`src/rtl/fqe_pkg.sv`:
```
// Function
// - query table signature reads P, R, I
// - optional-feature location reads 86h
// - sync read support in three locations
// - suspend-functions location reads 01h
// - block status mask location reads 00h
// - host clears status after any error
// - host suspends with B0h then 70h
// - ready bit low until suspend effective
// - suspended bit shows erase truly suspended
// - suspended erase allows other-block reads, programs
// - host resumes with D0h after program done
// - finished erase stays in status read until FFh
// - query command enters query mode
// - query bytes on low lane, upper zero
// - offset 15h points to extended table
package fqe_pkg;
   localparam int ADDR_W = 19;
   localparam int DATA_W = 32;
   localparam logic [7:0] CMD_READ_ARRAY = 8'hFF;
   localparam logic [7:0] CMD_READ_STATUS = 8'h70;
   localparam logic [7:0] CMD_QUERY = 8'h98;
   localparam logic [7:0] CMD_CLEAR_STATUS = 8'h50;
   localparam logic [7:0] CMD_ERASE_SETUP = 8'h20;
   localparam logic [7:0] CMD_PROGRAM_SETUP = 8'h40;
   localparam logic [7:0] CMD_SUSPEND = 8'hB0;
   localparam logic [7:0] CMD_CONFIRM = 8'hD0;
   localparam int RDY_BIT = 7;
   localparam int ESUS_BIT = 6;
   localparam int EERR_BIT = 5;
   localparam int PERR_BIT = 4;
   localparam int PSUS_BIT = 2;
   localparam logic [7:0] QA_Q = 8'h10;
   localparam logic [7:0] QA_R = 8'h11;
   localparam logic [7:0] QA_Y = 8'h12;
   localparam logic [7:0] QA_SIG0 = 8'h35;
   localparam logic [7:0] QA_SIG1 = 8'h36;
   localparam logic [7:0] QA_SIG2 = 8'h37;
   localparam logic [7:0] QA_VMAJ = 8'h38;
   localparam logic [7:0] QA_VMIN = 8'h39;
   localparam logic [7:0] QA_OPT = 8'h3A;
   localparam logic [7:0] QA_SYNC0 = 8'h3B;
   localparam logic [7:0] QA_SYNC1 = 8'h3C;
   localparam logic [7:0] QA_SYNC2 = 8'h3D;
   localparam logic [7:0] QA_SUSFN = 8'h3E;
   localparam logic [7:0] QA_BSR = 8'h3F;
   localparam logic [7:0] Q_PTR_ADDR = 8'h15;
   localparam logic [7:0] Q_PTR_VAL = 8'h35;
   localparam logic [7:0] Q_SIG0 = 8'h50;
   localparam logic [7:0] Q_SIG1 = 8'h52;
   localparam logic [7:0] Q_SIG2 = 8'h49;
   localparam logic [7:0] Q_VER = 8'h31;
   localparam logic [7:0] Q_OPT = 8'h86;
   localparam logic [7:0] Q_SYNC0 = 8'h01;
   localparam logic [7:0] Q_ZERO = 8'h00;
   localparam logic [7:0] Q_SUSFN = 8'h01;
   localparam logic [7:0] Q_BSR = 8'h00;
   localparam logic [7:0] Q_Q = 8'h51;
   localparam logic [7:0] Q_R = 8'h52;
   localparam logic [7:0] Q_Y = 8'h59;
   localparam int ERASE_CYC = 64;
   localparam int PROG_CYC = 8;
   localparam int SUSP_CYC = 4;
   localparam int BLK_LSB = 16;
   localparam logic [7:0] REG_CMD = 8'h00;
   localparam logic [7:0] REG_ADDR = 8'h04;
   localparam logic [7:0] REG_WDATA = 8'h08;
   localparam logic [7:0] REG_RDATA = 8'h0C;
   localparam logic [7:0] REG_CTRL = 8'h10;
   localparam logic [7:0] REG_IRQ_STAT = 8'h14;
   localparam logic [7:0] REG_IRQ_MASK = 8'h18;
   typedef enum logic [1:0] {
      FQE_MODE_ARRAY = 2'b00,
      FQE_MODE_STATUS = 2'b01,
      FQE_MODE_QUERY = 2'b10
   } fqe_mode_t;
   typedef enum logic [2:0] {
      FQE_PEC_IDLE = 3'b000,
      FQE_PEC_ERASE = 3'b001,
      FQE_PEC_SUSPENDING = 3'b010,
      FQE_PEC_SUSPENDED = 3'b011,
      FQE_PEC_PROG = 3'b100,
      FQE_PEC_PROG_SUS = 3'b101
   } fqe_pec_t;
   typedef enum logic [1:0] {
      FQE_H_IDLE = 2'b00,
      FQE_H_WR = 2'b01,
      FQE_H_RD = 2'b10,
      FQE_H_RD2 = 2'b11
   } fqe_host_t;
endpackage : fqe_pkg

```
`src/rtl/fqe_bus_if.sv`:
```
`timescale 1ns/10ps
interface fqe_bus_if import fqe_pkg::*; ();
   logic [ADDR_W-1:0] addr;
   logic [DATA_W-1:0] dq_wr;
   logic [DATA_W-1:0] dq_rd;
   logic dq_oe_b;
   logic we;
   logic re;
   modport dev (input addr, input dq_wr, input we, input re, output dq_rd, output dq_oe_b);
   modport host (output addr, output dq_wr, output we, output re, input dq_rd, input dq_oe_b);
endinterface : fqe_bus_if

```
`src/rtl/fqe_flash_dev.sv`:
```
`timescale 1ns/10ps
module fqe_flash_dev import fqe_pkg::*; #(
   parameter int ERASE_CYCLES = ERASE_CYC,
   parameter int PROG_CYCLES = PROG_CYC,
   parameter int SUSP_CYCLES = SUSP_CYC
) (
   input wire logic ref_clk,
   input wire logic rst_b,
   input wire logic clk_en,
   fqe_bus_if.dev bus,
   output logic [7:0] status_byte
);
   logic [DATA_W-1:0] mem [0:15];
   fqe_mode_t mode;
   fqe_pec_t pec;
   logic [15:0] cnt;
   logic [7:0] pend;
   logic err_e, err_p;
   logic [ADDR_W-1:0] ers_addr;
   logic [DATA_W-1:0] rd_q;
   logic oe_b_q;
   logic [7:0] cmd;
   assign cmd = bus.dq_wr[7:0];
   function automatic logic [7:0] query_byte(input logic [7:0] a);
      case (a)
         QA_Q: query_byte = Q_Q;
         QA_R: query_byte = Q_R;
         QA_Y: query_byte = Q_Y;
         Q_PTR_ADDR: query_byte = Q_PTR_VAL;
         QA_SIG0: query_byte = Q_SIG0;
         QA_SIG1: query_byte = Q_SIG1;
         QA_SIG2: query_byte = Q_SIG2;
         QA_VMAJ, QA_VMIN: query_byte = Q_VER;
         QA_OPT: query_byte = Q_OPT;
         QA_SYNC0: query_byte = Q_SYNC0;
         QA_SYNC1, QA_SYNC2: query_byte = Q_ZERO;
         QA_SUSFN: query_byte = Q_SUSFN;
         QA_BSR: query_byte = Q_BSR;
         default: query_byte = Q_ZERO;
      endcase
   endfunction : query_byte
   wire busy = (pec == FQE_PEC_ERASE) || (pec == FQE_PEC_SUSPENDING) || (pec == FQE_PEC_PROG)
      || (pec == FQE_PEC_PROG_SUS);
   // ready stays low through the suspend latency
   wire rdy = !busy;
   wire esus = (pec == FQE_PEC_SUSPENDED) || (pec == FQE_PEC_PROG_SUS);
   assign status_byte = {rdy, esus, err_e, err_p, 4'h0};
   wire same_blk = bus.addr[ADDR_W-1:BLK_LSB] == ers_addr[ADDR_W-1:BLK_LSB];
   // a program may not clobber a running erase, nor touch the block whose erase is parked
   wire prog_ok = ((pec == FQE_PEC_IDLE) || (pec == FQE_PEC_SUSPENDED)) && !err_e && !err_p
      && !(esus && same_blk);
   wire [3:0] widx = bus.addr[3:0];
   wire [DATA_W-1:0] rd_val = (mode == FQE_MODE_QUERY) ? {24'h00_0000, query_byte(bus.addr[7:0])}
      : (mode == FQE_MODE_STATUS) ? {24'h00_0000, status_byte}
      : (esus && same_blk) ? '0 : mem[widx];
   assign bus.dq_rd = rd_q;
   assign bus.dq_oe_b = oe_b_q;
   always_ff @(posedge ref_clk or negedge rst_b) begin
      if (!rst_b) begin
         rd_q <= '0;
         oe_b_q <= 1'b1;
      end else if (clk_en) begin
         rd_q <= rd_val;
         oe_b_q <= !bus.re;
      end
   end
   always_ff @(posedge ref_clk) begin
      if (clk_en && bus.we && pend == CMD_PROGRAM_SETUP && prog_ok) begin
         mem[widx] <= bus.dq_wr;
      end
   end
   always_ff @(posedge ref_clk or negedge rst_b) begin
      if (!rst_b) begin
         mode <= FQE_MODE_ARRAY;
         pec <= FQE_PEC_IDLE;
         cnt <= '0;
         pend <= '0;
         err_e <= 1'b0;
         err_p <= 1'b0;
         ers_addr <= '0;
      end else if (clk_en) begin
         if (cnt != 0) begin
            cnt <= cnt - 16'd1;
         end else begin
            case (pec)
               // ends like an unsuspended erase: status reads go on until the host asks for array
               FQE_PEC_ERASE: pec <= FQE_PEC_IDLE;
               FQE_PEC_SUSPENDING: pec <= FQE_PEC_SUSPENDED;
               FQE_PEC_PROG: pec <= FQE_PEC_IDLE;
               FQE_PEC_PROG_SUS: pec <= FQE_PEC_SUSPENDED;
               default: pec <= pec;
            endcase
         end
         if (bus.we) begin
            if (pend == CMD_ERASE_SETUP) begin
               pend <= '0;
               mode <= FQE_MODE_STATUS;
               if (cmd == CMD_CONFIRM && pec == FQE_PEC_IDLE && !err_e && !err_p) begin
                  pec <= FQE_PEC_ERASE;
                  cnt <= 16'(ERASE_CYCLES);
                  ers_addr <= bus.addr;
               end else begin
                  err_e <= 1'b1;
               end
            end else if (pend == CMD_PROGRAM_SETUP) begin
               pend <= '0;
               mode <= FQE_MODE_STATUS;
               if (!prog_ok) begin
                  err_p <= 1'b1;
               end else begin
                  pec <= (pec == FQE_PEC_SUSPENDED) ? FQE_PEC_PROG_SUS : FQE_PEC_PROG;
                  cnt <= 16'(PROG_CYCLES);
               end
            end else begin
               case (cmd)
                  CMD_READ_ARRAY: mode <= FQE_MODE_ARRAY;
                  CMD_READ_STATUS: mode <= FQE_MODE_STATUS;
                  CMD_QUERY: mode <= FQE_MODE_QUERY;
                  CMD_CLEAR_STATUS: begin
                     err_e <= 1'b0;
                     err_p <= 1'b0;
                  end
                  CMD_ERASE_SETUP, CMD_PROGRAM_SETUP: pend <= cmd;
                  CMD_SUSPEND: begin
                     mode <= FQE_MODE_STATUS;
                     // an erase finishing on this edge is reported as complete, not suspended
                     if ((pec == FQE_PEC_ERASE) && (cnt != 16'd0)) begin
                        pec <= FQE_PEC_SUSPENDING;
                        cnt <= 16'(SUSP_CYCLES);
                     end
                  end
                  CMD_CONFIRM: if (pec == FQE_PEC_SUSPENDED) begin
                     pec <= FQE_PEC_ERASE;
                     cnt <= 16'(ERASE_CYCLES);
                     mode <= FQE_MODE_STATUS;
                  end
                  default: mode <= mode;
               endcase
            end
         end
      end
   end
endmodule : fqe_flash_dev

```
`src/flat_wrapper.sv`:
```
// flat-port wrapper written by rule: the top's interface ports become plain ports
module fqe_flash_dev_flat import fqe_pkg::*;
#(
   parameter int ERASE_CYCLES = ERASE_CYC,
   parameter int PROG_CYCLES = PROG_CYC,
   parameter int SUSP_CYCLES = SUSP_CYC
)
  (ref_clk, rst_b, clk_en, status_byte, bus_addr, bus_dq_wr, bus_we, bus_re, bus_dq_rd, bus_dq_oe_b);
  fqe_bus_if bus_i ();
  input wire logic ref_clk;
  input wire logic rst_b;
  input wire logic clk_en;
  output logic [7:0] status_byte;
  input wire logic [$bits(bus_i.addr)-1:0] bus_addr;
  input wire logic [$bits(bus_i.dq_wr)-1:0] bus_dq_wr;
  input wire logic [$bits(bus_i.we)-1:0] bus_we;
  input wire logic [$bits(bus_i.re)-1:0] bus_re;
  output wire logic [$bits(bus_i.dq_rd)-1:0] bus_dq_rd;
  output wire logic [$bits(bus_i.dq_oe_b)-1:0] bus_dq_oe_b;
  assign bus_i.addr = bus_addr;
  assign bus_i.dq_wr = bus_dq_wr;
  assign bus_i.we = bus_we;
  assign bus_i.re = bus_re;
  assign bus_dq_rd = bus_i.dq_rd;
  assign bus_dq_oe_b = bus_i.dq_oe_b;
  fqe_flash_dev #(.ERASE_CYCLES(ERASE_CYCLES), .PROG_CYCLES(PROG_CYCLES), .SUSP_CYCLES(SUSP_CYCLES)) u_core (.ref_clk(ref_clk), .rst_b(rst_b), .clk_en(clk_en), .bus(bus_i), .status_byte(status_byte));
endmodule
```
`config.mk`:
```
export PLATFORM = sky130hd
export DESIGN_NAME = fqe_flash_dev_flat
export DESIGN_NICKNAME = d
export VERILOG_FILES = /design/src/rtl/fqe_pkg.sv /design/src/rtl/fqe_bus_if.sv /design/src/rtl/fqe_flash_dev.sv /design/src/flat_wrapper.sv
export SDC_FILE = /design/constraint.sdc
export NUM_CORES = 1
export LEC_CHECK = 0
export ABC_AREA = 1
export BUFFER_PORTS_ARGS = -buffer_cell sky130_fd_sc_hd__buf_2
export CORE_MARGIN = 2
export CORE_UTILIZATION = 25
export CTS_BUF_LIST = sky130_fd_sc_hd__clkbuf_8
export DETAILED_ROUTE_END_ITERATION = 10
export SYNTH_ARGS = -nofsm -noshare
export SYNTH_HDL_FRONTEND = slang
export SYNTH_SLANG_ARGS = --single-unit
export TNS_END_PERCENT = 10
```
`constraint.sdc`:
```
create_clock -name ref_clk -period 11.5 [get_ports ref_clk]
set_clock_uncertainty 0.15 [all_clocks]
set_input_delay 0.575 -clock ref_clk [delete_from_list [all_inputs] [get_ports ref_clk]]
set_output_delay 0.575 -clock ref_clk [all_outputs]
set_load 0.03 [all_outputs]
```
==> flow_summary.ini, run 1 <==
[outcome]
status = finished, final reports clean

[yosys]
yosys_register_bits = 579
yosysWarningCount = 0
synth_ff_type = edfxtp_1
syn_area_um2 = 24000
async_flop_share_pct = 11.6
synth_seq_area_share_pct = 71.0
synthCells = 2100
synth_edf_count = 512
syn_area_per_cell_um2 = 11.4
synth_cell_types = 43

[cells_and_area]
multi_input_comb_area_um2 = 5940
register_area_um2 = 17100
fin_nets = 2266
post_layout_nonfiller_instances = 3547
drive_gt1_share_pct = 12.2
syn_to_final_growth_pct = 14.9
fillers = 9686
final_util_pct = 29.0

[timing]
finalSetupTns_ps = 0
slew_viol_final = 0
worst_pin_slew_ps = 1130
finalCritPeriodShare_pct = 31.9
slew_headroom_pct = 24.8
rsz0062_at_grt = no
hold_viol_final = 0
post-route-min-period_ps = 3670
fin_ws_ps = 7830
fmax_ghz = 0.273
setup_violations = 0

[global_route]
grtUsageTotal_pct = 12.6
overflow = 0
first_global_vias = 15330
antenna_found_initial = 9
grt_pass1_wl_um = 94400
grt_max_degree = 107

[clock_tree]
numCtsBuffers = 96
cts_resized = 0
clk_latency_ps = 690
cts_root_buf = clkbuf_8
htreeDepth = 3
clk_pin_slew_ps = 70
clock_sinks = 579
cts_tree = yes
cts_setup_buffers = 0
cts_hold_buf = 5
clockBufferDepth = 3

[hold_path]
hp-start = bus_dq_wr[27]
worstHoldPathType = primary input to register
hold-path-endpoint = u_core.mem[11][27]
hold_depth = 1

[placement]
port_buffers = 84
gp_congestion = 0.797
pre_cts_slack_ps = 7130
dp_cells = 3364
post-dp-hpwl_um = 33300

[pwr]
pwr-share-comb_pct = 8.4
ir_worst_vdd_uv = 90.2
seqPwrFrac_pct = 53.5
p_sw_share_pct = 25.4
power.switching_mw = 1.12
power_density_nw_per_um2 = 160
leakage_nw = 10.1
pwr-share-clk_pct = 38.1
p_int_mw = 3.29

[setup_path]
reg2reg_to = u_core.mem[0][6]
worst_path_largest_cell_delay_ps = 860
crit_fanout = 82
worstPathRequired_ps = 11670
rr_worst_depth = 10
slowest_stage = buf_4
start_kind = primary input
crit_path_frequent_cell = buf_4
reg2reg_slack_ps = 8070
crit-reg2reg-launch = u_core.pec[2]
path_class = primary input to register
cp-end-kind = register
cp_cell_sequence = buf_4 > inv_4 > buf_4 > ha_1 > nand2_1 > nor2_4 > buf_4
cp_data_arrival_time_ps = 3840

[die]
core.rowCount = 113
start_util_pct = 25.2
die_h_um = 314
pin_count = 97
coreArea_um2 = 95200
die_w_um = 314
die_area_um2 = 98600

[route]
via_per_inst = 4.49
routed_wl_um = 62600
initialDrtViolationCount = 1249
firstDrtPassIters = 5
drtAntennaViolNets = 0
drc = 0
vias = 15940
wl_per_cell_um = 17.6

[job]
max-cap-violations = 0
==> how the worst max path moves through the flow <==
stage	start	end	slack, ps	depth (start not counted)
after CTS	bus_addr[1]	u_core.mem[4][2]	7870	7
after global placement	bus_addr[1]	u_core.mem[4][16]	7120	7
after global routing	bus_addr[1]	u_core.mem[0][6]	7690	7
final	bus_addr[1]	u_core.mem[0][6]	7830	7
after detailed placement	bus_addr[1]	u_core.mem[4][16]	7130	7
after floorplan	bus_addr[0]	u_core.mem[10][0]	7090	8
==> flip-flops by register name (all words and copies together), names as in the netlist <==
signal,cells
u_core.bus.dq_rd,32
u_core.err_e,1
u_core.mem,512
u_core.cnt,16
u_core.ers_addr,3
u_core.pend,8
u_core.bus.dq_oe_b,1
u_core.err_p,1
u_core.pec,3
u_core.mode,2
==> cells by family after synthesis <==
logic type	synth area share (%)
buffers and inverters	4.81
other	0.0156
and+or+nand+nor	14.8
DFF	71.0
AOI/OAI and AO/OA	8.80
xor gates and xnor gates	0.182
adders and majority gates	0.417
==> through the flow <==
| stage | total power, mW | instance area [um^2] | hold slack (ps) |
|---|---|---|---|
| 6_report | 4.41 | 27600 | 96.5 |
| 5_1_grt | 4.60 | 27600 | 59.5 |
| 4_1_cts | 4.46 | 27600 | 38.1 |
| 3_5_place_dp | 2.77 | 25800 | 311 |
| 3_3_place_gp | 2.77 | 25800 | 311 |
| 2_1_floorplan | 2.64 | 24000 | 129 |
==> cell type report <==
type | count | share of cell area, %
Antenna cell | 2 | 0.0181
Inverter | 138 | 1.90
Clock buffer | 104 | 5.19
Multi-Input combinational cell | 1268 | 21.5
Timing Repair Buffer | 119 | 2.57
Clock inverter | 72 | 1.28
Sequential cell | 579 | 61.8
Tap cell | 1265 | 5.73
==> critical path, delay by kind of cell <==
family        cells  cell delay (ps)
buf+inv           4             2140
simple gates      2              770
fa+ha+maj         1              290
==> placed cells by master (no fill, tap or decap), drive strengths merged, types with 7 or more instances in the layout <==
| cell | count |
|---|---|
| nand2 | 418 |
| dfrtp | 66 |
| nor2 | 302 |
| nor3 | 13 |
| clkinv | 28 |
| nand3 | 81 |
| o21ai | 246 |
| clkbuf | 105 |
| buf | 113 |
| ha | 8 |
| inv | 181 |
| or2 | 7 |
| edfxtp | 512 |
| a21oi | 19 |
| o22ai | 110 |
| nand4 | 39 |
==> synth_stat cells, types with 2 or more instances <==
cell | count | share of area (%)
or2_1 | 3 | 0.078
a31oi_1 | 2 | 0.052
a21oi_1 | 19 | 0.40
nand3_1 | 77 | 1.6
nor4_1 | 2 | 0.052
or2_2 | 4 | 0.10
nor3_1 | 12 | 0.25
xor2_1 | 3 | 0.11
o21ai_1 | 2 | 0.042
nor2_1 | 292 | 4.6
nand4_1 | 39 | 1.0
o211ai_1 | 2 | 0.062
ha_1 | 8 | 0.42
nand3_2 | 4 | 0.17
dfrtp_1 | 66 | 6.9
buf_2 | 31 | 0.65
inv_1 | 132 | 2.1
xnor2_1 | 2 | 0.073
edfxtp_1 | 512 | 64
buf_6 | 10 | 0.47
nand2_2 | 2 | 0.052
buf_4 | 21 | 0.66
clkbuf_1 | 53 | 0.83
nand2_1 | 415 | 6.5
o31ai_1 | 2 | 0.062
nor2_2 | 9 | 0.23
clkbuf_2 | 2 | 0.042
o22ai_1 | 110 | 2.9
a211oi_1 | 2 | 0.062
o21ai_0 | 244 | 5.1
inv_2 | 6 | 0.094
==> per-layer routing <==
layer  GRT usage [%]  vias up  wire [um]
met2            20.0      473      28800
met4            3.71        8       1360
met5               0        -         45
met3            3.02      110       4250
met1            17.0     7773      28100
li1                -     7576          -
==> power by group through the flow <==
| stage | Clock (mW) | Combinational (mW) | Sequential, mW |
|---|---|---|---|
| CTS | 1.73 | 0.374 | 2.36 |
| global placement | 0 | 0.369 | 2.40 |
| floorplan | 0 | 0.219 | 2.42 |
| global route | 1.82 | 0.416 | 2.36 |
| finish | 1.68 | 0.369 | 2.36 |
| detailed placement | 0 | 0.373 | 2.40 |
No activity file was read; power rests on OpenSTA's default activity.
==> run 2: changes to the inputs <==
--- a/config.mk
+++ b/config.mk
@@ -5,7 +5,7 @@
 export SDC_FILE = /design/constraint.sdc
 export NUM_CORES = 1
 export LEC_CHECK = 0
-export ABC_AREA = 1
+export ABC_AREA = 0
 export BUFFER_PORTS_ARGS = -buffer_cell sky130_fd_sc_hd__buf_2
 export CORE_MARGIN = 2
 export CORE_UTILIZATION = 25
==> constraint.sdc (replaced) <==
create_clock -name ref_clk -period 3 [get_ports ref_clk]
set_clock_uncertainty 0.15 [all_clocks]
set_input_delay 0.15 -clock ref_clk [delete_from_list [all_inputs] [get_ports ref_clk]]
set_output_delay 0.15 -clock ref_clk [all_outputs]
set_load 0.03 [all_outputs]
==> flow_summary.ini, run 2 <==
[outcome]
status = finished, final reports clean

[global_route]
grt_pass1_wl_um = 79800
antenna_found_initial = 2
overflow = 0
grtUsageTotal_pct = 11.3
first_global_vias = 12399
grt_max_degree = 53

[setup_path]
worst_path_largest_cell_delay_ps = 460
start_kind = register
cp-endpoint = u_core.mem[9][24]
cp-end-kind = register
crit-reg2reg-launch = u_core.pec[0]
reg2reg_to = u_core.mem[9][24]
rr_worst_depth = 9
crit_start = u_core.pec[0]
slowest_stage = dfrtp_1
worstPathRequired_ps = 3210
crit_path_frequent_cell = buf_4
cp_cell_sequence = xor2_1 > nor4_1 > o21ai_0 > nor3_1 > buf_4 > nand2_1 > buf_4 > nor2_4 > buf_12
path_class = register to register
cp_data_arrival_time_ps = 3020
crit_fanout = 19
reg2reg_slack_ps = 190

[cells_and_area]
largest_reg_flops = 512
fin_nets = 1431
final_util_pct = 30.6
layout_common_cells = edfxtp_1, mux4_2, clkbuf_8
fillers = 8830
drive_gt1_share_pct = 32.5
syn_to_final_growth_pct = 21.5
post_layout_nonfiller_instances = 2633
design_area_um2 = 28000
regMostFlops = u_core.mem
layout_commonest_cell = edfxtp_1

[yosys]
yosysWarningCount = 0
yosys_register_bits = 579
synth_top_cells_by_count = edfxtp_1, mux4_2, dfrtp_1
synth_seq_area_share_pct = 74.1
netlist.area_leader.share_pct = 66.8
async_flop_share_pct = 11.6
syn_area_per_cell_um2 = 20.3
synth_ff_type = edfxtp_1
synth_most_common_cell = edfxtp_1
synth_area_leader_cell = edfxtp_1
synth_edf_count = 512
syn_area_um2 = 23000
synth_cell_types = 63
synthCells = 1133
synth.top_cells.by_area = edfxtp_1, mux4_2, dfrtp_1

[die]
core.rowCount = 111
pin_count = 97
start_util_pct = 25.2
die_w_um = 307
die_area_um2 = 94500
coreArea_um2 = 91500
die_h_um = 307

[placement]
dp_cells = 2401
port_buffers = 84
placed_area_um2 = 25500
gp_congestion = 0.844
pre_cts_slack_ps = 119
post-dp-hpwl_um = 31800

[route]
drtAntennaViolNets = 0
vias = 11924
drc = 0
firstDrtPassIters = 5
wl_per_cell_um = 20.3
routed_wl_um = 53500
via_per_inst = 4.53
initialDrtViolationCount = 919

[job]
max-cap-violations = 0

[pwr]
power_mw = 17.7
ir_worst_vdd_uv = 319
power_density_nw_per_um2 = 632
leakage_nw = 9.34

[timing]
fin_ws_ps = 189
setup_violations = 0
post-route-min-period_ps = 2810
hold_viol_final = 0
hold_ws_ps = 72.7
worst_pin_slew_ps = 778
finalCritPeriodShare_pct = 93.7
fmax_ghz = 0.356
slew_headroom_pct = 47.7
rsz0062_at_grt = yes
slew_viol_final = 0
finalSetupTns_ps = 0

[clock_tree]
htreeDepth = 3
cts_root_buf = clkbuf_8
clock_sinks = 579
clockBufferDepth = 3
cts_tree = yes
numCtsBuffers = 94
clk_latency_ps = 700
clk_pin_slew_ps = 60

[hold_path]
worstHoldPathType = primary input to register
==> run 2: area by class of cell <==
class / count / area, um^2 / share of cell area [%]
Inverter: 39 / 146 / 0.523
Timing Repair Buffer: 196 / 1770 / 6.32
Tap cell: 1186 / 1480 / 5.31
Clock inverter: 67 / 379 / 1.36
Clock buffer: 107 / 1470 / 5.27
Sequential cell: 579 / 17100 / 61.0
Multi-Input combinational cell: 457 / 5660 / 20.2
Antenna cell: 2 / 5.00 / 0.0179
==> run 2: cell families (layout without fill, tap and decap cells) <==
group,after synthesis,in the layout,share of synthesized area (%)
compound gates,97,97,3.01
mux,164,164,15.8
buf+inv,100,409,2.01
other cells,1,6,0.0163
simple gates,164,164,3.85
fa+ha+maj,8,8,0.435
flops,579,579,74.1
xor+xnor,20,20,0.761
==> run 2: what timing repair did <==
action | CTS | global route
hold buffers | 54 | 0
endpoints found under the setup margin | 0 | 102
endpoints found under the hold margin | 604 | 0
gates resized for setup | 0 | 5
setup buffers | 0 | 2
==> run 2: worst max-delay path, delay by kind of cell (launching register included) <==
kind / cells / cell delay, ps
AND/OR/NAND/NOR: 4 / 780
buffers and inverters: 3 / 630
flip-flops: 1 / 460
AO/OA/AOI/OAI: 1 / 230
XOR/XNOR: 1 / 190
==> run 2: metal layers <==
metal	vias to the layer above	global-route usage, %	wire length (um)
met3	68	3.29	3900
met5	-	0	11
met4	2	3.19	813
li1	5128	-	-
met2	380	17.9	25400
met1	6346	15.2	23400
==> run 2: worst min path at each step <==
stage	to	slack, ps	cells after the start	start
2_1_floorplan	u_core.bus.dq_rd[0]	-300	0	rst_b
3_5_place_dp	u_core.bus.dq_oe_b	150	2	bus_re
5_1_grt	u_core.bus.dq_rd[14]	90	4	bus_addr[2]
6_report	u_core.bus.dq_rd[6]	70	6	bus_addr[6]
4_1_cts	u_core.bus.dq_rd[6]	9	6	bus_addr[6]
3_3_place_gp	u_core.bus.dq_oe_b	160	2	bus_re
==> run 2: power by group <==
| group | switching [mW] | internal [mW] |
|---|---|---|
| registers | 0.204 | 8.96 |
| clock network | 3.14 | 3.47 |
| logic | 1.14 | 0.754 |
| total | 4.48 | 13.2 |
